## config.mk

```make
export PLATFORM = sky130hd
export DESIGN_NAME = rdv_regs
export DESIGN_NICKNAME = d
export VERILOG_FILES = /design/src/hdl/rdv_pkg.sv /design/src/hdl/rdv_regs.sv
export SDC_FILE = /design/constraint.sdc
export NUM_CORES = 1
export LEC_CHECK = 0
export BUFFER_PORTS_ARGS = -buffer_cell sky130_fd_sc_hd__buf_2
export CELL_PAD_IN_SITES_DETAIL_PLACEMENT = 1
export CELL_PAD_IN_SITES_GLOBAL_PLACEMENT = 2
export CORE_ASPECT_RATIO = 1.2
export CORE_MARGIN = 3
export CORE_UTILIZATION = 35
export CTS_BUF_LIST = sky130_fd_sc_hd__clkbuf_16
export DETAILED_ROUTE_END_ITERATION = 10
export PLACE_DENSITY_LB_ADDON = 0.1
export RECOVER_POWER = 25
export SLEW_MARGIN = 20
export SYNTH_ARGS = -nofsm -noshare
export SYNTH_HDL_FRONTEND = slang
export SYNTH_SLANG_ARGS = --single-unit
```

## constraint.sdc

```tcl
create_clock -name clk_i -period 18.53 [get_ports clk_i]
set_input_delay 1.853 -clock clk_i [delete_from_list [all_inputs] [get_ports clk_i]]
set_output_delay 1.853 -clock clk_i [all_outputs]
set_load 0.05 [all_outputs]
```

## src/hdl/rdv_pkg.sv

```systemverilog
package rdv_pkg;
  // register offsets within the 20-bit board window
  localparam logic [19:0] OFS_MOTHER_ID = 20'h0_0000;
  localparam logic [19:0] OFS_MOTHER_CTRL = 20'h0_0004;
  localparam logic [19:0] OFS_MOTHER_STATUS = 20'h0_0008;
  localparam logic [19:0] OFS_CARD_ID = 20'h0_000C;
  localparam logic [19:0] OFS_CARD_CTRL = 20'h0_0010;
  localparam logic [19:0] OFS_CARD_STATUS = 20'h0_0014;
  localparam logic [19:0] OFS_PULSE = 20'h0_0018;
  localparam logic [19:0] OFS_REV_VME = 20'h0_001C;
  localparam logic [19:0] OFS_PROGRAM = 20'h0_0020;
  localparam logic [19:0] OFS_CRATE_MOD = 20'h0_0024;
  localparam logic [19:0] OFS_SLICE = 20'h0_0028;
  localparam logic [19:0] OFS_REGION = 20'h0_002C;
  localparam logic [19:0] OFS_IRQ_CTRL = 20'h0_0030;
  localparam logic [19:0] OFS_REV_CTRL = 20'h0_0040;
  localparam logic [19:0] OFS_REV_DATA1 = 20'h0_0060;
  localparam logic [19:0] OFS_WCNT1 = 20'h0_0064;
  localparam logic [19:0] OFS_WCNT2 = 20'h0_0068;
  localparam logic [19:0] OFS_REV_DATA2 = 20'h0_0070;
  localparam logic [19:0] OFS_WCNT3 = 20'h0_0074;
  localparam logic [19:0] OFS_WCNT4 = 20'h0_0078;
  localparam logic [19:0] OFS_REV_LINK = 20'h0_0080;
  // accepted address modifiers
  localparam logic [5:0] AM_A24_USER = 6'h39;
  localparam logic [5:0] AM_A24_SUPER = 6'h3D;
  // control word fields
  localparam int CR_THR_LSB = 0;
  localparam int CR_XOFF_BIT = 8;
  localparam int CR_CLK_LSB = 9;
  localparam logic [10:0] CR_RST = 11'h000;
  localparam logic [1:0] CLK_ONBOARD = 2'h0;
  localparam logic [1:0] CLK_DESKEW1 = 2'h1;
  localparam logic [1:0] CLK_DESKEW2 = 2'h2;
  localparam logic [1:0] CLK_PLAIN = 2'h3;
  // status word fields
  localparam int ST_FULL_LSB = 0;
  localparam int ST_EMPTY_LSB = 4;
  localparam int ST_LOADED_LSB = 8;
  localparam int ST_LINK_BIT = 11;
  localparam int ST_TREADY_BIT = 12;
  // pulse register bits
  localparam int PB_GLOBAL = 0;
  localparam int PB_TIMING = 1;
  localparam int PB_LINKRX = 2;
  localparam int PB_FIFO_CLR = 3;
  localparam int PB_RETX = 4;
  localparam int PULSE_BITS = 5;
  // pulse timing: least time, rounded up
  localparam int CLK_PERIOD_NS = 8;
  localparam int PULSE_NS = 200;
  localparam int PULSE_CYC = (PULSE_NS + CLK_PERIOD_NS - 1) / CLK_PERIOD_NS;
  // revision word layout
  localparam int REV_NUM_LSB = 24;
  localparam int REV_FUNC_LSB = 16;
  localparam logic [7:0] FN_LINK = 8'h30;
  localparam logic [7:0] FN_DATA = 8'h31;
  localparam logic [7:0] FN_CTRL = 8'h32;
  localparam logic [7:0] FN_VME = 8'h33;
  // slice count legal range
  localparam logic [2:0] SLICE_MIN = 3'h1;
  localparam logic [2:0] SLICE_MAX = 3'h5;
  // mezzanine bus-mode lines driven by the board
  localparam logic [2:0] BUSMODE_DRIVE = 3'h0;
endpackage

```

## src/hdl/rdv_regs.sv

```systemverilog
`timescale 1ns/1ns
module rdv_regs #(
  parameter logic [15:0] MODULE_TYPE = 16'h5A5A, // arbitrary value
  parameter logic [7:0] BOARD_SERIAL = 8'h01,
  parameter logic [3:0] BOARD_ISSUE = 4'h1,
  parameter logic [7:0] REV_VME = 8'h01,
  parameter logic [7:0] REV_CTRL = 8'h01,
  parameter logic [7:0] REV_DATA = 8'h01,
  parameter logic [7:0] REV_LINK = 8'h01,
  parameter int WCNT_W = 18,
  parameter int REGION_W = 16
) (
  input wire logic clk_i,
  input wire logic sys_rst_i,
  input wire logic [23:0] vme_addr_i,
  input wire logic [5:0] vme_am_i,
  input wire logic vme_as_n_i,
  input wire logic vme_ds_n_i,
  input wire logic vme_write_n_i,
  input wire logic vme_sysreset_n_i,
  input wire logic [31:0] vme_data_i,
  output logic [31:0] vme_data_o,
  output logic vme_data_oe_n_o,
  output logic vme_dtack_n_o,
  output logic vme_dtack_oe_n_o,
  input wire logic [3:0] base_switch_i,
  input wire logic [3:0] buffer_full_i,
  input wire logic [3:0] buffer_empty_i,
  input wire logic control_fpga_loaded_i,
  input wire logic data_fpga1_loaded_i,
  input wire logic data_fpga2_loaded_i,
  input wire logic output_link_fpga_ready_i,
  input wire logic timing_receiver_ready_i,
  input wire logic timing_receiver_present_i,
  input wire logic [3:0] link_locked_i,
  input wire logic [4:0] card_serial_i,
  input wire logic card_present_n_i,
  input wire logic [WCNT_W-1:0] wr_count1_i,
  input wire logic [WCNT_W-1:0] wr_count2_i,
  input wire logic [WCNT_W-1:0] wr_count3_i,
  input wire logic [WCNT_W-1:0] wr_count4_i,
  output logic [7:0] suppress_threshold_o,
  output logic software_xoff_o,
  output logic [1:0] clock_source_select_o,
  output logic receiver_divide_select_o,
  output logic global_reset_pulse_o,
  output logic timing_receiver_reset_pulse_o,
  output logic link_receiver_reset_pulse_o,
  output logic fifo_clear_pulse_o,
  output logic fifo_retransmit_pulse_o,
  output logic [23:0] crate_and_module_number_o,
  output logic [2:0] slice_count_o,
  output logic [REGION_W-1:0] region_limit_o,
  output logic bus_config_enable_o,
  output logic [2:0] busmode_o
);
  localparam int PIN_W = 94;

  typedef enum logic [1:0] {ST_IDLE, ST_DO, ST_ACK} rdv_bus_e;

  // pin synchroniser: active-low pins inverted first so zero means idle
  logic [PIN_W-1:0] pin_raw;
  logic [PIN_W-1:0] pin_s1_r;
  logic [PIN_W-1:0] pin_s2_r;
  logic [PIN_W-1:0] pin_s3_r;
  logic [PIN_W-1:0] pin_r;
  logic [PIN_W-1:0] pin_nxt;

  assign pin_raw = {~vme_ds_n_i, ~vme_as_n_i, ~vme_write_n_i,
                    ~vme_sysreset_n_i, vme_am_i, vme_addr_i, vme_data_i,
                    base_switch_i, buffer_full_i, buffer_empty_i,
                    data_fpga2_loaded_i, data_fpga1_loaded_i,
                    control_fpga_loaded_i, output_link_fpga_ready_i,
                    timing_receiver_ready_i, timing_receiver_present_i,
                    link_locked_i, card_serial_i, ~card_present_n_i};

  // a bit moves only once the second and third stage agree
  assign pin_nxt = (pin_s2_r & pin_s3_r) | (pin_r & (pin_s2_r | pin_s3_r));

  always_ff @(posedge clk_i or posedge sys_rst_i) begin
    if (sys_rst_i) begin
      pin_s1_r <= '0;
      pin_s2_r <= '0;
      pin_s3_r <= '0;
      pin_r <= '0;
    end else begin
      pin_s1_r <= pin_raw;
      pin_s2_r <= pin_s1_r;
      pin_s3_r <= pin_s2_r;
      pin_r <= pin_nxt;
    end
  end

  logic ds_act;
  logic as_act;
  logic wr_act;
  logic sysrst_act;
  logic [5:0] am_w;
  logic [23:0] addr_w;
  logic [31:0] wdata_w;
  logic [3:0] base_w;
  logic [3:0] full_w;
  logic [3:0] empty_w;
  logic [2:0] loaded_w;
  logic link_rdy_w;
  logic tr_rdy_w;
  logic tr_present_w;
  logic [3:0] lock_w;
  logic [4:0] serial_w;
  logic card_here_w;

  assign {ds_act, as_act, wr_act, sysrst_act, am_w, addr_w, wdata_w,
          base_w, full_w, empty_w, loaded_w, link_rdy_w, tr_rdy_w,
          tr_present_w, lock_w, serial_w, card_here_w} = pin_r;

  // address decode
  logic board_sel;
  logic am_ok;
  logic [19:0] ofs;
  assign am_ok = (am_w == rdv_pkg::AM_A24_USER) ||
                 (am_w == rdv_pkg::AM_A24_SUPER);
  assign board_sel = ds_act && as_act && am_ok && (addr_w[23:20] == base_w);
  assign ofs = addr_w[19:0];

  rdv_bus_e state_r;
  logic wr_stb;
  logic rd_stb;
  assign wr_stb = (state_r == ST_DO) && wr_act;
  assign rd_stb = (state_r == ST_DO) && !wr_act;

  logic hit_ctrl;
  logic hit_cctrl;
  logic hit_pulse;
  logic hit_prog;
  logic hit_crate;
  logic hit_slice;
  logic hit_region;
  logic hit_irq;
  assign hit_ctrl = ofs == rdv_pkg::OFS_MOTHER_CTRL;
  assign hit_cctrl = ofs == rdv_pkg::OFS_CARD_CTRL;
  assign hit_pulse = ofs == rdv_pkg::OFS_PULSE;
  assign hit_prog = ofs == rdv_pkg::OFS_PROGRAM;
  assign hit_crate = ofs == rdv_pkg::OFS_CRATE_MOD;
  assign hit_slice = ofs == rdv_pkg::OFS_SLICE;
  assign hit_region = ofs == rdv_pkg::OFS_REGION;
  assign hit_irq = ofs == rdv_pkg::OFS_IRQ_CTRL;

  // pulse generators
  logic [rdv_pkg::PULSE_BITS-1:0] pls_r;
  logic [rdv_pkg::PULSE_BITS-1:0] pls_trig;
  logic soft_clr;
  assign soft_clr = pls_r[rdv_pkg::PB_GLOBAL];

  genvar gi;
  generate
    for (gi = 0; gi < rdv_pkg::PULSE_BITS; gi++) begin : g_pulse
      logic [4:0] cnt_r;
      logic [4:0] cnt_nxt;
      if (gi == rdv_pkg::PB_GLOBAL) begin : g_glob
        // system reset keeps retriggering, so the pulse outlasts it
        assign pls_trig[gi] = (wr_stb && hit_pulse && wdata_w[gi]) ||
                              sysrst_act;
      end else begin : g_other
        assign pls_trig[gi] = wr_stb && hit_pulse && wdata_w[gi];
      end
      assign cnt_nxt = pls_trig[gi] ? 5'(rdv_pkg::PULSE_CYC) :
                       (cnt_r != 5'h0) ? cnt_r - 5'h1 : cnt_r;
      always_ff @(posedge clk_i or posedge sys_rst_i) begin
        if (sys_rst_i) begin
          cnt_r <= 5'h0;
          pls_r[gi] <= 1'b0;
        end else begin
          cnt_r <= cnt_nxt;
          pls_r[gi] <= pls_trig[gi] || (cnt_r > 5'h1);
        end
      end
    end
  endgenerate

  // control registers
  logic [10:0] ctrl_r;
  logic [10:0] ctrl_nxt;
  logic [1:0] clk_req;
  logic tr_ok;
  logic [1:0] clk_store;
  logic cctrl_r;
  logic [31:0] prog_r;
  logic [23:0] crate_r;
  logic [2:0] slice_r;
  logic [REGION_W-1:0] region_r;
  logic [31:0] irq_r;
  logic slice_ok;

  assign clk_req = wdata_w[rdv_pkg::CR_CLK_LSB +: 2];
  assign tr_ok = tr_present_w && tr_rdy_w;
  // receiver clocks refused when receiver cannot deliver one
  assign clk_store = tr_ok ? clk_req : rdv_pkg::CLK_ONBOARD;
  assign ctrl_nxt = {clk_store, wdata_w[rdv_pkg::CR_XOFF_BIT],
                     wdata_w[rdv_pkg::CR_THR_LSB +: 8]};
  assign slice_ok = (wdata_w[2:0] >= rdv_pkg::SLICE_MIN) &&
                    (wdata_w[2:0] <= rdv_pkg::SLICE_MAX) &&
                    (wdata_w[31:3] == 29'h0);

  always_ff @(posedge clk_i or posedge sys_rst_i) begin
    if (sys_rst_i) begin
      ctrl_r <= rdv_pkg::CR_RST;
      cctrl_r <= 1'b0;
      prog_r <= 32'h0000_0000;
      crate_r <= 24'h00_0000;
      slice_r <= 3'h0;
      region_r <= '0;
      irq_r <= 32'h0000_0000;
    end else if (soft_clr) begin
      ctrl_r <= rdv_pkg::CR_RST;
      cctrl_r <= 1'b0;
      prog_r <= 32'h0000_0000;
      crate_r <= 24'h00_0000;
      slice_r <= 3'h0;
      region_r <= '0;
      irq_r <= 32'h0000_0000;
    end else if (wr_stb) begin
      if (hit_ctrl) begin
        ctrl_r <= ctrl_nxt;
      end
      if (hit_cctrl) begin
        cctrl_r <= wdata_w[0];
      end
      if (hit_prog) begin
        prog_r <= wdata_w;
      end
      if (hit_crate) begin
        crate_r <= wdata_w[23:0];
      end
      if (hit_slice && slice_ok) begin
        slice_r <= wdata_w[2:0];
      end
      if (hit_region) begin
        region_r <= wdata_w[REGION_W-1:0];
      end
      if (hit_irq) begin
        irq_r <= wdata_w;
      end
    end
  end

  // read-back words
  logic [31:0] id_w;
  logic [31:0] status_w;
  logic [31:0] card_id_w;
  logic [31:0] card_st_w;
  logic [31:0] rd_mux;

  function automatic logic [31:0] rev_word(input logic [7:0] rev,
                                           input logic [7:0] fn);
    rev_word = {rev, fn, MODULE_TYPE};
  endfunction

  assign id_w = {4'h0, BOARD_ISSUE, BOARD_SERIAL, MODULE_TYPE};
  // upper status bits stay zero
  assign status_w = {19'h0_0000, tr_rdy_w, link_rdy_w, loaded_w,
                     empty_w, full_w};
  // no card fitted reads as serial zero
  assign card_id_w = {27'h000_0000, card_here_w ? serial_w : 5'h00};
  assign card_st_w = {28'h000_0000, lock_w};

  assign rd_mux =
    (ofs == rdv_pkg::OFS_MOTHER_ID) ? id_w :
    hit_ctrl ? {21'h00_0000, ctrl_r} :
    (ofs == rdv_pkg::OFS_MOTHER_STATUS) ? status_w :
    (ofs == rdv_pkg::OFS_CARD_ID) ? card_id_w :
    hit_cctrl ? {31'h0000_0000, cctrl_r} :
    (ofs == rdv_pkg::OFS_CARD_STATUS) ? card_st_w :
    (ofs == rdv_pkg::OFS_REV_VME) ? rev_word(REV_VME, rdv_pkg::FN_VME) :
    (ofs == rdv_pkg::OFS_REV_CTRL) ? rev_word(REV_CTRL, rdv_pkg::FN_CTRL) :
    (ofs == rdv_pkg::OFS_REV_DATA1) ? rev_word(REV_DATA, rdv_pkg::FN_DATA) :
    (ofs == rdv_pkg::OFS_REV_DATA2) ? rev_word(REV_DATA, rdv_pkg::FN_DATA) :
    (ofs == rdv_pkg::OFS_REV_LINK) ? rev_word(REV_LINK, rdv_pkg::FN_LINK) :
    hit_prog ? prog_r :
    hit_crate ? {8'h00, crate_r} :
    hit_slice ? {29'h0000_0000, slice_r} :
    hit_region ? 32'(region_r) :
    hit_irq ? irq_r :
    (ofs == rdv_pkg::OFS_WCNT1) ? 32'(wr_count1_i) :
    (ofs == rdv_pkg::OFS_WCNT2) ? 32'(wr_count2_i) :
    (ofs == rdv_pkg::OFS_WCNT3) ? 32'(wr_count3_i) :
    (ofs == rdv_pkg::OFS_WCNT4) ? 32'(wr_count4_i) :
    32'h0000_0000; // pulse and unmapped read as zero

  // bus handshake: every selected cycle gets an acknowledge
  rdv_bus_e state_nxt;
  always_comb begin
    state_nxt = state_r;
    case (state_r)
      ST_IDLE: begin
        if (board_sel) begin
          state_nxt = ST_DO;
        end
      end
      ST_DO: begin
        state_nxt = ST_ACK;
      end
      ST_ACK: begin
        if (!ds_act) begin
          state_nxt = ST_IDLE;
        end
      end
      default: begin
        state_nxt = ST_IDLE;
      end
    endcase
  end

  always_ff @(posedge clk_i or posedge sys_rst_i) begin
    if (sys_rst_i) begin
      state_r <= ST_IDLE;
      vme_data_o <= 32'h0000_0000;
      vme_data_oe_n_o <= 1'b1;
      vme_dtack_oe_n_o <= 1'b1;
    end else begin
      state_r <= state_nxt;
      if (rd_stb) begin
        vme_data_o <= rd_mux;
        vme_data_oe_n_o <= 1'b0;
      end else if (state_nxt == ST_IDLE) begin
        vme_data_oe_n_o <= 1'b1;
      end
      // status words have no write path, so writes there just ack
      vme_dtack_oe_n_o <= !(state_nxt == ST_ACK);
    end
  end

  // open-drain acknowledge: only ever pulls low
  always_ff @(posedge clk_i or posedge sys_rst_i) begin
    if (sys_rst_i) begin
      vme_dtack_n_o <= 1'b0;
      busmode_o <= rdv_pkg::BUSMODE_DRIVE;
    end else begin
      vme_dtack_n_o <= 1'b0;
      busmode_o <= rdv_pkg::BUSMODE_DRIVE;
    end
  end

  assign suppress_threshold_o = ctrl_r[rdv_pkg::CR_THR_LSB +: 8];
  assign software_xoff_o = ctrl_r[rdv_pkg::CR_XOFF_BIT];
  assign clock_source_select_o = ctrl_r[rdv_pkg::CR_CLK_LSB +: 2];
  assign receiver_divide_select_o = cctrl_r;
  assign global_reset_pulse_o = pls_r[rdv_pkg::PB_GLOBAL];
  assign timing_receiver_reset_pulse_o = pls_r[rdv_pkg::PB_TIMING];
  assign link_receiver_reset_pulse_o = pls_r[rdv_pkg::PB_LINKRX];
  assign fifo_clear_pulse_o = pls_r[rdv_pkg::PB_FIFO_CLR];
  assign fifo_retransmit_pulse_o = pls_r[rdv_pkg::PB_RETX];
  assign crate_and_module_number_o = crate_r;
  assign slice_count_o = slice_r;
  assign region_limit_o = region_r;
  assign bus_config_enable_o = prog_r[0];
endmodule

```

# ---- After elaboration in Yosys (flattened, before gate mapping)
# Cells that the tools add are included.
# Widths: inputs -> output; s select.
dict set report classes {
  n_addsub 5
  n_lt_le_gt_ge 7
  n_eq_ne 26
  muxes 58
  bitwise 9
  reduce_logical 54
}
# cell n
set ops {}
lappend ops {{$mux 32} 22}
lappend ops {{$and 94x94->94} 2}
lappend ops {{$or 94x94->94} 2}
lappend ops {{$eq 20x7->1 const B} 7}
lappend ops {{$eq 20x6->1 const B} 5}
lappend ops {{$eq 20x5->1 const B} 4}
lappend ops {{$mux 18} 4}
lappend ops {{$mux 24} 3}
lappend ops {{$mux 5} 11}
lappend ops {{$mux 16} 3}
lappend ops {{$eq 20x4->1 const B} 2}
lappend ops {{$mux 11} 3}
lappend ops {{$logic_not 29->1} 1}
lappend ops {{$reduce_bool 2->1} 14}
lappend ops {{$gt 5x1->1 const B} 5}
lappend ops {{$reduce_bool 5->1} 5}
lappend ops {{$sub 5x1->5 const B} 5}
lappend ops {{$eq 20x3->1 const B} 1}
lappend ops {{$eq 20x8->1 const B} 1}
lappend ops {{$logic_not 20->1} 1}
lappend ops {{$logic_and 1x1->1} 15}
lappend ops {{$reduce_and 2->1} 7}
lappend ops {{$eq 6x6->1 const B} 2}
lappend ops {{$mux 3} 3}
lappend ops {{12 further kinds} 31}
dict set report totals {
  register_bits 561
  in_bits 168
  output_inout_bits 99
  word_cells 184
}

# ---- Longest topological paths before layout
# Gate-level depths: netlist (run 1).
dict set report logic_depth {
  depth_word 21
  mapped_depth 10
  depth_no_buf 6
}

# ---- Least setup slack after synthesis (run 1)
# Ideal clock, no wire load.
dict set report synth_timing {
  path_type {input-to-reg}
  from {input wr_count3_i[4]}
  to {register vme_data_o[4]}
  setup_time_ps 140
  arrival_ps 2739
  t_required_ps 18390
  setup_slack_ps 15651
  cell_stages 5
  path_buffers 0
  cell_sequence {mux2_2 -> nand3_1 -> o2111ai_1 -> a2111oi_0 -> o22ai_1}
}
dict set report synth_via {
  elab_chain_len 19
}
# element line_no
set synth_lines {}
lappend synth_lines {{start, declared} rdv_regs.sv:40} ;# input wire logic [WCNT_W-1:0] wr_count3_i,
lappend synth_lines {{$mux 18} rdv_regs.sv:285} ;# (ofs == rdv_pkg::OFS_WCNT3) ? 32'(wr_count3_i) :
lappend synth_lines {{$mux 18} rdv_regs.sv:284} ;# (ofs == rdv_pkg::OFS_WCNT2) ? 32'(wr_count2_i) :
lappend synth_lines {{$mux 18} rdv_regs.sv:283} ;# (ofs == rdv_pkg::OFS_WCNT1) ? 32'(wr_count1_i) :
lappend synth_lines {{$mux 32} rdv_regs.sv:282} ;# hit_irq ? irq_r :
lappend synth_lines {{$mux 32} rdv_regs.sv:281} ;# hit_region ? 32'(region_r) :
lappend synth_lines {{$mux 32} rdv_regs.sv:280} ;# hit_slice ? {29'h0000_0000, slice_r} :
lappend synth_lines {{$mux 32} rdv_regs.sv:279} ;# hit_crate ? {8'h00, crate_r} :
lappend synth_lines {{$mux 32} rdv_regs.sv:278} ;# hit_prog ? prog_r :
lappend synth_lines {{(+3 left out)} --}
lappend synth_lines {{$mux 32} rdv_regs.sv:274} ;# (ofs == rdv_pkg::OFS_REV_CTRL) ? rev_word(REV_CTRL, rdv_pkg::FN_CTRL) :
lappend synth_lines {{$mux 32} rdv_regs.sv:273} ;# (ofs == rdv_pkg::OFS_REV_VME) ? rev_word(REV_VME, rdv_pkg::FN_VME) :
lappend synth_lines {{$mux 32} rdv_regs.sv:272} ;# (ofs == rdv_pkg::OFS_CARD_STATUS) ? card_st_w :
lappend synth_lines {{$mux 32} rdv_regs.sv:271} ;# hit_cctrl ? {31'h0000_0000, cctrl_r} :
lappend synth_lines {{$mux 32} rdv_regs.sv:270} ;# (ofs == rdv_pkg::OFS_CARD_ID) ? card_id_w :
lappend synth_lines {{$mux 32} rdv_regs.sv:269} ;# (ofs == rdv_pkg::OFS_MOTHER_STATUS) ? status_w :
lappend synth_lines {{$mux 32} rdv_regs.sv:268} ;# hit_ctrl ? {21'h00_0000, ctrl_r} :
lappend synth_lines {{$mux 32} rdv_regs.sv:267} ;# (ofs == rdv_pkg::OFS_MOTHER_ID) ? id_w :
lappend synth_lines {{end signal, assigned} rdv_regs.sv:322} ;# vme_data_o <= rd_mux;
lappend synth_lines {{end, declared} rdv_regs.sv:22} ;# output logic [31:0] vme_data_o,
# No other way between the ends.
# A chain may end at the register's enable or synchronous reset.

# ---- Worst setup path in the final report (run 1)
dict set report layout_timing {
  from {register pin_r[62]}
  to {register region_r[9] (netlist: region_limit_o[9])}
}
dict set report layout_via {
  elab_chain_len 3
}
# element line_no
set layout_lines {}
lappend layout_lines {{start, declared} rdv_regs.sv:66} ;# logic [PIN_W-1:0] pin_r;
lappend layout_lines {{start signal, assigned} rdv_regs.sv:90} ;# pin_r <= pin_nxt;
lappend layout_lines {{$eq 20x6->1} rdv_regs.sv:145} ;# assign hit_region = ofs == rdv_pkg::OFS_REGION;
lappend layout_lines {{$reduce_bool 2->1 (no line)} --}
lappend layout_lines {{$reduce_and 2->1 (no line)} --}
lappend layout_lines {{end signal, assigned} rdv_regs.sv:238} ;# region_r <= wdata_w[REGION_W-1:0];
lappend layout_lines {{end, declared} rdv_regs.sv:190} ;# logic [REGION_W-1:0] region_r;
# No other way between the ends.

==> summary.log, run 1 <==
[place] Final Wtd Congestion 0.873
[synthesis] library cells used by synthesis 85
[critical_path] Slowest-stage cell, CP clkbuf_1
[synthesis] ys flop type dfrtp_1
[grt] global-route wire length before repair 101 mm
[sta] Post-Route Setup TNS 0 ps
[drt] routed length per placed instance 24.1 um
[synthesis] share of Yosys cell area claimed by the top area cell type 66.9%
[clock_tree] H-tree levels 2
[grt] residual overflow from global routing 0
[critical_path] Crit path max-delay family simple AND/OR/NAND/NOR gates
[place] half-perimeter wire length after placement 47.2 mm
[floorplanning] floorplan row count 97
[sta] count of endpoints failing setup in the final report 0
[critical_path] cells along the critical path clkbuf_1 -> nor4bb_1 -> nand3_1 -> nor2_2 -> nand2_1 -> a21oi_1
[drt] detailed router's first-iteration violation count 962
[drt] Total Wirelength 67.2 mm
[finish] Area growth, synth to finish 19.4%
[critical_path] Worst R2R Path Depth 6
[sta] Max Fclk 0.207 GHz
[floorplanning] I/O pin total 267
[sta] total count of max-transition violations in the final report 114
[place] Port Buf Inserts 261
[synthesis] fraction of registers with async set/reset 100%
[drt] DRC violation count after routing 0
[synthesis] total of flip-flops plus latches after synthesis 557
[synthesis] Mapped Area 20800 um^2
[critical_path] required time of the worst setup path 19060 ps
[critical_path] CP Capture Point region_limit_o[9]$_DFFE_PP0P_
[critical_path] buffers and inverters on the worst path 1
[synthesis] top cells by area, synth dfrtp_1, nand2_1, maj3_1
[grt] largest net degree at the start of global routing 176
[critical_path] reg-to-reg setup timing slack 13700 ps
[job] max-capacitance violation count 3
[finish] highest-count cells in the layout ignoring fill and taps dfrtp_1, nand2_1, buf_2, a21oi_1, maj3_1
[drt] vias per cell 5.15
[finish] share of final-layout standard cells stronger than drive strength 1 20.8%
[clock_tree] post-CTS setup-driven buffer insertion count 0
[synthesis] mean post-synth cell area 12.3 um^2
[floorplanning] Initial Utilization 35.5%
[clock_tree] post-cts sizing count 0
[finish] register area 13900 um^2
[drt] Antenna Nets Post-Route 0
[sta] final hold violation count 0
[sta] slew margin rel. -71.8%
[clock_tree] cts bufs inserted 58
[clock_tree] clk sink count 557
[critical_path] capture point of the worst reg-to-reg path region_limit_o[9]$_DFFE_PP0P_
[clock_tree] number of buffers on the longest clock path 3
[synthesis] yosys warns 0
[sta] setup repair after global routing missed its margin no
[clock_tree] Root Buffer Master clkbuf_16
[critical_path] nature of the critical path endpoint flip-flop
[finish] Final Instance Area 24800 um^2
[power_and_ir_drop] cell area power density 105 nW/um^2
[critical_path] total number of cells along the worst setup path 6
[floorplanning] core area 58500 um^2
[sta] minimum clock period 4830 ps
[grt] initial antenna violation count 1
[outcome] result of the run finished, violations left
[finish] nets 2140
[finish] Diodes inserted 0
[sta] Slew @ Worst Pin 2580 ps
[power_and_ir_drop] IR Drop Worst-Case VDD 0.0691 mV
[sta] post-route clock period utilization 26.1%
[grt] vias in the first global route 15700
[drt] first-pass iteration count of the detailed router 5
[sta] setup skew after layout 27.9 ps
[clock_tree] worst skew pair latency 630 ps
[floorplanning] Chip Height 273 um
[floorplanning] Die Area 62300 um^2
[place] area after detailed placement 22900 um^2
[clock_tree] number of hold-repair buffers added at the cts stage 0
[outcome] failing checks max-capacitance violations, max-slew violations
[synthesis] sequential area share after synthesis 67.2%
[critical_path] CP startpoint kind flip-flop
[grt] GRT Resource Usage Total 21.6%
[drt] number of vias after detailed routing 14400
[synthesis] cell taking the most area after synthesis dfrtp_1
[finish] Filler Cell Count 6298
[floorplanning] Die W 228 um
[finish] area of the multi-input gates 6350 um^2
[synthesis] synthesized netlist cell count 1692
[critical_path] Critical Path Max Stage Delay 1820 ps
[critical_path] startpoint of the worst-slack reg-to-reg timing path pin_r[62]$_DFF_PP0_
[critical_path] data arrival time of the worst path 5370 ps
[clock_tree] clock slew at the register clock pins of the worst setup and hold paths 60 ps
[critical_path] biggest fanout along the worst timing path 44
[clock_tree] CTS tree yes
[synthesis] number of enable flip-flop cells after synthesis 0
[power_and_ir_drop] leakage power 0.0107 uW
[hold_path] type of the tightest min-delay check flip-flop to flip-flop
[critical_path] category of the critical setup timing path flip-flop to flip-flop
[critical_path] worst setup path startpoint pin_r[62]$_DFF_PP0_
[finish] leading cell type in the layout, fill and taps excluded dfrtp_1
per-stage QoR:
stage          utilization [%]  setup WS, ps  std cells  hold slack, ps  total power [uW]
2_1_floorplan                -          1100       1695             331              1400
3_3_place_gp              39.2         13180       2689             332              1470
3_5_place_dp              39.2         13090       2689             336              1480
4_1_cts                   42.4         13760       2795             349              2640
5_1_grt                   42.4         13280       2795             352              2710
6_report                  42.4         13700       2795             346              2600
how the worst min path moves through the flow:
stage	from	to	slack [ps]	cells after the start
2_1_floorplan	pin_s1_r[0]$_DFF_PP0_	pin_s2_r[0]$_DFF_PP0_	330	0
4_1_cts	pin_s1_r[69]$_DFF_PP0_	pin_s2_r[69]$_DFF_PP0_	350	0
6_report	pin_s1_r[24]$_DFF_PP0_	pin_s2_r[24]$_DFF_PP0_	350	0
5_1_grt	pin_s1_r[26]$_DFF_PP0_	pin_s2_r[26]$_DFF_PP0_	350	0
3_3_place_gp	pin_s1_r[25]$_DFF_PP0_	pin_s2_r[25]$_DFF_PP0_	330	0
3_5_place_dp	pin_s1_r[29]$_DFF_PP0_	pin_s2_r[29]$_DFF_PP0_	340	0
power breakdown:
group	internal, uW	switching [uW]
Sequential	1270	53.6
Combinational	45.8	79.9
Clock	660	489
cells by family after synthesis:
family,synth area share (%)
and+or+nand+nor,13.3
DFF,67.2
AOI/OAI and AO/OA,9.77
buffers and inverters,2.49
adders and majority gates,5.39
muxes,1.32
xor gates and xnor gates,0.591
other,0.0181
synth_stat cells (7+ instances only):
master and n:
a211oi_1 8, a21oi_1 135, a221o_1 7, a221oi_1 7
a22o_1 16, a22oi_1 13, a32o_1 7, and3_1 14
buf_1 8, buf_2 32, clkbuf_1 39, dfrtp_1 555
ha_1 15, inv_1 24, maj3_1 93, mux2_2 11
mux2i_1 15, nand2_1 319, nand2b_1 10, nand3_1 25
nand4_1 18, nor2_1 60, nor3_1 25, nor4_1 22
o211ai_1 7, o21ai_0 20, o21ai_1 13, o221ai_1 12
o22ai_1 9, or3_1 10, xor2_1 9
sequential cells by signal (all words and copies together) (netlist names), 24 cells and up:
signal and flops:
pin_r 93, pin_s1_r 93, pin_s2_r 93, pin_s3_r 93
irq_r 32, prog_r 32, vme_data_o 32, g_pulse.cnt_r 25
crate_and_module_number_o 24
routing by layer:
layer | vias up | part of all wire [%] | GRT usage, %
li1 | 6463 | - | -
met5 | - | 0.012 | 0
met1 | 7447 | 42 | 27.7
met3 | 98 | 6.2 | 5.10
met2 | 371 | 49 | 36.6
met4 | 2 | 2.7 | 6.03
area by class of cell:
type	instances	share of cell area [%]
Clock buffer	59	5.96
Clock inverter	47	1.58
Inverter	24	0.394
Multi-Input combinational cell	1025	25.6
Sequential cell	557	56.3
Tap cell	792	4.00
Timing Repair Buffer	291	6.17
(Power assumes the default switching activity.)
==> run 2, diff against run 1 <==
==> constraint.sdc (replaced) <==
create_clock -name clk_i -period 3.9 [get_ports clk_i]
set_input_delay 0.39 -clock clk_i [delete_from_list [all_inputs] [get_ports clk_i]]
set_output_delay 0.39 -clock clk_i [all_outputs]
set_load 0.05 [all_outputs]
==> run 2 against run 1 <==
Against the previous run:
- register-to-register slack got worse by 13000 ps
- largest power group unchanged
- global-route usage grew 0.83 points
- sequential share of layout area fell by 3.3 points
- clock power grew to 5.3 times the previous value
- the flow now finishes without violations
- sequential power increased to 4.8 times the previous value
- via count grew 3.5%
- critical path type unchanged
==> summary.log, run 2 (synthesis gave the netlist of run 1 again) <==
[job] max-capacitance violation count 0 [was 3]
[sta] count of endpoints failing setup in the final report 0 [unchanged]
[hold_path] type of the tightest min-delay check primary input to flip-flop [was flip-flop to flip-flop]
[critical_path] category of the critical setup timing path flip-flop to flip-flop [unchanged]
[floorplanning] I/O pin total 267 [unchanged]
[grt] vias in the first global route 16300 [was 15700]
[floorplanning] core area 58500 um^2 [unchanged]
[clock_tree] number of buffers on the longest clock path 3 [unchanged]
[clock_tree] cts bufs inserted 58 [unchanged]
[drt] first-pass iteration count of the detailed router 6 [was 5]
[grt] global-route wire length before repair 105 mm [was 101 mm]
[clock_tree] post-CTS setup-driven buffer insertion count 0 [unchanged]
[finish] nets 2270 [was 2140]
[clock_tree] clk sink count 557 [unchanged]
[drt] Antenna Nets Post-Route 0 [unchanged]
[finish] area of the multi-input gates 6350 um^2 [unchanged]
[power_and_ir_drop] IR Drop Worst-Case VDD 0.311 mV [was 0.0691 mV]
[grt] residual overflow from global routing 0 [unchanged]
[grt] GRT Resource Usage Total 22.4% [was 21.6%]
[power_and_ir_drop] leakage power 0.0114 uW [was 0.0107 uW]
[drt] number of vias after detailed routing 14900 [was 14400]
[sta] Max Fclk 0.316 GHz [was 0.207 GHz]
[place] Final Wtd Congestion 0.870 [was 0.873]
[finish] leading cell type in the layout, fill and taps excluded dfrtp_1 [unchanged]
[sta] Post-Route Setup TNS 0 ps [unchanged]
[critical_path] buffers and inverters on the worst path 1 [unchanged]
[critical_path] required time of the worst setup path 4380 ps [was 19060 ps]
[finish] Area growth, synth to finish 26.9% [was 19.4%]
[critical_path] cells along the critical path or4_1 -> nor4_4 -> buf_4 -> a32o_1 -> or4_4 -> nand2b_2 -> o21ai_0 [was clkbuf_1 -> nor4bb_1 -> nand3_1 -> nor2_2 -> nand2_1 -> a21oi_1]
[finish] final cell count without fillers 2927 [was 2795]
[sta] slew margin rel. 33.8% [was -71.8%]
[finish] register area 13900 um^2 [about the same]
[drt] vias per cell 5.09 [was 5.15]
[power_and_ir_drop] cell area power density 498 nW/um^2 [was 105 nW/um^2]
[sta] Slew @ Worst Pin 985 ps [was 2580 ps]
[sta] total count of max-transition violations in the final report 0 [was 114]
[outcome] result of the run completed [was finished, violations left]
[floorplanning] Die W 228 um [unchanged]
[place] cell count after placement 2725 [was 2689]
[clock_tree] clock slew at the register clock pins of the worst setup and hold paths 60 ps [about the same]
[finish] highest-count cells in the layout ignoring fill and taps dfrtp_1, nand2_1, buf_2, a21oi_1, dlygate4sd3_1 [was dfrtp_1, nand2_1, buf_2, a21oi_1, maj3_1]
[sta] post-route clock period utilization 81.1% [was 26.1%]
[drt] Total Wirelength 69.8 mm [was 67.2 mm]
[place] post-placement setup slack 775 ps [was 13090 ps]
[critical_path] Crit path max-delay family simple AND/OR/NAND/NOR gates [unchanged]
[sta] final hold violation count 0 [unchanged]
[place] half-perimeter wire length after placement 48.9 mm [was 47.2 mm]
[floorplanning] floorplan row count 97 [unchanged]
[drt] DRC violation count after routing 0 [unchanged]
[finish] Diodes inserted 0 [unchanged]
[drt] detailed router's first-iteration violation count 758 [was 962]
[critical_path] Slowest-stage cell, CP or4_1 [was clkbuf_1]
[clock_tree] Root Buffer Master clkbuf_16 [unchanged]
[critical_path] biggest fanout along the worst timing path 13 [was 44]
[grt] largest net degree at the start of global routing 101 [was 176]
[sta] setup repair after global routing missed its margin no [unchanged]
[sta] slack of the critical path 737 ps [was 13700 ps]
[finish] Filler Cell Count 6275 [was 6298]
[clock_tree] worst skew pair latency 620 ps [was 630 ps]
[critical_path] data arrival time of the worst path 3640 ps [was 5370 ps]
[critical_path] Critical Path Max Stage Delay 860 ps [was 1820 ps]
[critical_path] CP startpoint kind flip-flop [unchanged]
[clock_tree] CTS tree yes [unchanged]
[grt] initial antenna violation count 0 [was 1]
[place] Port Buf Inserts 261 [unchanged]
[sta] minimum clock period 3160 ps [was 4830 ps]
[sta] setup skew after layout 19.8 ps [was 27.9 ps]
[finish] share of final-layout standard cells stronger than drive strength 1 21.5% [was 20.8%]
[floorplanning] Chip Height 273 um [unchanged]
[clock_tree] H-tree levels 2 [unchanged]
[critical_path] nature of the critical path endpoint flip-flop [unchanged]
[floorplanning] Die Area 62300 um^2 [unchanged]
[drt] routed length per placed instance 23.8 um [was 24.1 um]
[floorplanning] Initial Utilization 35.5% [unchanged]
[run 2: metal layers]
metal | part of all wire (%) | GRT usage (%) | wire (um)
met1 | 43 | 29.2 | 29700
met4 | 2.5 | 5.95 | 1760
met2 | 50 | 38.5 | 34600
met3 | 5.3 | 4.26 | 3730
met5 | 0 | 0 | 0
[run 2: worst paths after layout]
check / cells past startpoint / start / endpoint / slack, ps
worst min register to register: 0 / pin_s1_r[51]$_DFF_PP0_ / pin_s2_r[51]$_DFF_PP0_ / 340
min in group asynchronous: 3 / sys_rst_i / fifo_retransmit_pulse_o$_DFF_PP0_ / 430
max in group asynchronous: 4 / sys_rst_i / pin_s2_r[47]$_DFF_PP0_ / 2230
worst max-delay path: 7 / pin_r[61]$_DFF_PP0_ / vme_data_o[30]$_DFFE_PP0P_ / 740
worst max register to register: 7 / pin_r[61]$_DFF_PP0_ / vme_data_o[30]$_DFFE_PP0P_ / 740
worst min-delay path: 3 / wr_count3_i[14] / vme_data_o[14]$_DFFE_PP0P_ / 110
[run 2: timing repair]
| item | CTS | global route |
|---|---|---|
| endpoints found under the hold margin | 110 | 0 |
| endpoints found under the setup margin | 0 | 0 |
| hold buffers | 94 | 0 |
| gates resized for setup | 0 | 0 |
[run 2: through the flow]
step / power, uW / hold slack, ps / instance area, um^2 / utilization, %
floorplan: 6670 / 331 / 20800 / -
global placement: 7020 / 332 / 23300 / 39.8
detailed placement: 7040 / 336 / 23300 / 39.8
CTS: 13300 / 76.6 / 26300 / 45.0
global route: 13700 / 86.8 / 26300 / 45.0
finish: 13100 / 112 / 26300 / 45.0
[run 2: layout make-up]
type,count,area share (%)
multi-input combinational,1025,24.1
clock buffer,59,5.61
tap,792,3.76
sequential,557,53.0
inverter,24,0.356
timing repair buffer,421,10.7
clock inverter,49,2.46
[run 2: report_power, final]
group	total, uW	internal [uW]	leakage [uW]	switching, uW
clock	6120	3750	0.00105	2370
sequential	6290	6040	0.00681	253
combinational	710	298	0.00356	412
total	13100	10100	0.0114	3040
[run 2: worst register-to-register path: cells and delay by family, from the launching register on]
kind	cells	cell delay, ps
buf+inv	1	240
simple gates	4	1760
compound gates	2	500
flops	1	540
==> run 3, diff against run 2 <==
==> constraint.sdc (replaced) <==
create_clock -name clk_i -period 2.9 [get_ports clk_i]
set_input_delay 0.29 -clock clk_i [delete_from_list [all_inputs] [get_ports clk_i]]
set_output_delay 0.29 -clock clk_i [all_outputs]
set_load 0.05 [all_outputs]
==> run 3 against run 2 <==
Against the previous run:
- the run now ends with max-capacitance violations, max-slew violations left
- clock skew rose by 4.5 ps
- largest power group unchanged
- wire length rose by 1.7%
- clock power rose by 20%
- non-clock buffer count rose by 54
- hold slack got worse by 50 ps
- critical endpoint is now vme_data_o[22]$_DFFE_PP0P_
- global-route usage rose by 0.52 points
==> summary.log, run 3 (synthesis gave the netlist of run 1 again) <==
[outcome] result of the run finished, violations left [was completed]
[outcome] failing checks max-capacitance violations, max-slew violations
[critical_path] biggest fanout along the worst timing path 13 [unchanged]
[sta] count of endpoints failing setup in the final report 0 [unchanged]
[clock_tree] clock slew at the register clock pins of the worst setup and hold paths 60 ps [about the same]
[clock_tree] CTS tree yes [unchanged]
[finish] highest-count cells in the layout ignoring fill and taps dfrtp_1, nand2_1, buf_2, a21oi_1, buf_4 [was dfrtp_1, nand2_1, buf_2, a21oi_1, dlygate4sd3_1]
[critical_path] required time of the worst setup path 3390 ps [was 4380 ps]
[critical_path] nature of the critical path endpoint flip-flop [unchanged]
[place] Port Buf Inserts 261 [unchanged]
[clock_tree] Root Buffer Master clkbuf_16 [unchanged]
[hold_path] type of the tightest min-delay check primary input to flip-flop [unchanged]
[place] cell count after placement 2776 [was 2725]
[sta] minimum clock period 2760 ps [was 3160 ps]
[sta] setup skew after layout 24.4 ps [was 19.8 ps]
[sta] setup repair after global routing missed its margin no [unchanged]
[sta] Slew @ Worst Pin 1800 ps [was 985 ps]
[drt] Total Wirelength 71.0 mm [was 69.8 mm]
[finish] Filler Cell Count 6284 [was 6275]
[sta] total count of max-transition violations in the final report 26 [was 0]
[grt] vias in the first global route 16400 [was 16300]
[clock_tree] post-CTS setup-driven buffer insertion count 0 [unchanged]
[floorplanning] Chip Height 273 um [unchanged]
[power_and_ir_drop] IR Drop Worst-Case VDD 0.510 mV [was 0.311 mV]
[grt] global-route wire length before repair 107 mm [was 105 mm]
[drt] DRC violation count after routing 0 [unchanged]
[floorplanning] Die Area 62300 um^2 [unchanged]
[finish] Final Instance Area 26600 um^2 [was 26300 um^2]
[finish] leading cell type in the layout, fill and taps excluded dfrtp_1 [unchanged]
[clock_tree] worst skew pair latency 630 ps [was 620 ps]
[finish] Diodes inserted 0 [unchanged]
[critical_path] category of the critical setup timing path flip-flop to flip-flop [unchanged]
[power_and_ir_drop] cell area power density 633 nW/um^2 [was 498 nW/um^2]
[clock_tree] H-tree levels 2 [unchanged]
[place] area after detailed placement 23700 um^2 [was 23300 um^2]
[floorplanning] Initial Utilization 35.5% [unchanged]
[clock_tree] number of buffers on the longest clock path 3 [unchanged]
[drt] first-pass iteration count of the detailed router 7 [was 6]
[place] Final Wtd Congestion 0.903 [was 0.870]
[grt] GRT Resource Usage Total 22.9% [was 22.4%]
[floorplanning] Die W 228 um [unchanged]
[place] half-perimeter wire length after placement 50.8 mm [was 48.9 mm]
[sta] Post-Route Setup TNS 0 ps [unchanged]
[grt] initial antenna violation count 1 [was 0]
[critical_path] CP startpoint kind flip-flop [unchanged]
[power_and_ir_drop] leakage power 0.0116 uW [was 0.0114 uW]
[sta] post-route clock period utilization 95.1% [was 81.1%]
[drt] Antenna Nets Post-Route 0 [unchanged]
[sta] final hold violation count 0 [unchanged]
[finish] share of final-layout standard cells stronger than drive strength 1 22.8% [was 21.5%]
[finish] nets 2324 [was 2270]
[drt] routed length per placed instance 23.8 um [about the same]
[finish] Area growth, synth to finish 27.9% [was 26.9%]
[critical_path] data arrival time of the worst path 3250 ps [was 3640 ps]
[floorplanning] core area 58500 um^2 [unchanged]
[grt] residual overflow from global routing 0 [unchanged]
[floorplanning] I/O pin total 267 [unchanged]
[grt] largest net degree at the start of global routing 120 [was 101]
[job] max-capacitance violation count 1 [was 0]
[clock_tree] cts bufs inserted 58 [unchanged]
[floorplanning] floorplan row count 97 [unchanged]
[sta] Max Fclk 0.362 GHz [was 0.316 GHz]
[clock_tree] clk sink count 557 [unchanged]
[power_and_ir_drop] Power Total 16800 uW [was 13100 uW]
[finish] final cell count without fillers 2981 [was 2927]
[sta] slew margin rel. -20.2% [was 33.8%]
[drt] number of vias after detailed routing 15100 [was 14900]
[drt] vias per cell 5.08 [was 5.09]
[drt] detailed router's first-iteration violation count 848 [was 758]
-- run 3: stage by stage --
stage | utilization, % | hold slack [ps] | setup WS (ps)
2_1_floorplan | - | 321 | -4970
3_3_place_gp | 40.6 | 274 | 103
3_5_place_dp | 40.6 | 278 | 131
4_1_cts | 45.5 | 36.4 | 105
5_1_grt | 45.4 | 53.4 | 34.3
6_report | 45.4 | 61.7 | 141
-- run 3: power by group --
group          internal [uW]  total, uW  switching, uW
sequential              8120       8420            299
clock                   4190       7350           3160
combinational            435       1040            605
total                  12700      16800           4060
-- run 3: timing repair --
action | CTS | global route
setup endpoints to repair | 0 | 19
hold buffers | 97 | 0
hold endpoints to repair | 163 | 0
gates resized for setup | 0 | 3
-- run 3: cell type report --
class | count | area [um^2] | share of cell area, %
tap | 792 | 991 | 3.73
timing repair buffer | 475 | 3270 | 12.3
clock buffer | 58 | 1450 | 5.47
multi-input combinational | 1025 | 6360 | 23.9
sequential | 557 | 13900 | 52.5
clock inverter | 50 | 447 | 1.68
inverter | 24 | 91.3 | 0.344
-- run 3: worst paths after layout --
path	startpoint	end	slack, ps	depth (start not counted)
setup / recovery	pin_r[65]$_DFF_PP0_	vme_data_o[22]$_DFFE_PP0P_	140	6
hold / removal	wr_count3_i[2]	vme_data_o[2]$_DFFE_PP0P_	60	4
setup reg to reg	pin_r[65]$_DFF_PP0_	vme_data_o[22]$_DFFE_PP0P_	140	6
hold reg to reg	pin_s1_r[25]$_DFF_PP0_	pin_s2_r[25]$_DFF_PP0_	350	0
max in group asynchronous	sys_rst_i	irq_r[15]$_DFFE_PP0P_	400	5
min in group asynchronous	sys_rst_i	fifo_retransmit_pulse_o$_DFF_PP0_	210	3
-- run 3: metal layers --
layer	GRT usage, %	up-vias	part of all wire [%]
li1	-	6838	-
met1	29.4	7839	42
met2	39.4	356	50
met3	4.84	107	5.2
met4	6.53	2	2.7
met5	0	-	0.018
-- run 3: critical path: stages, from the launching register on --
cell and delay [ps]:
dfrtp_1 560, buf_4 290, nor4b_1 670, nand4_1 340
or2_1 430, o2bb2ai_1 240, o21ai_1 90
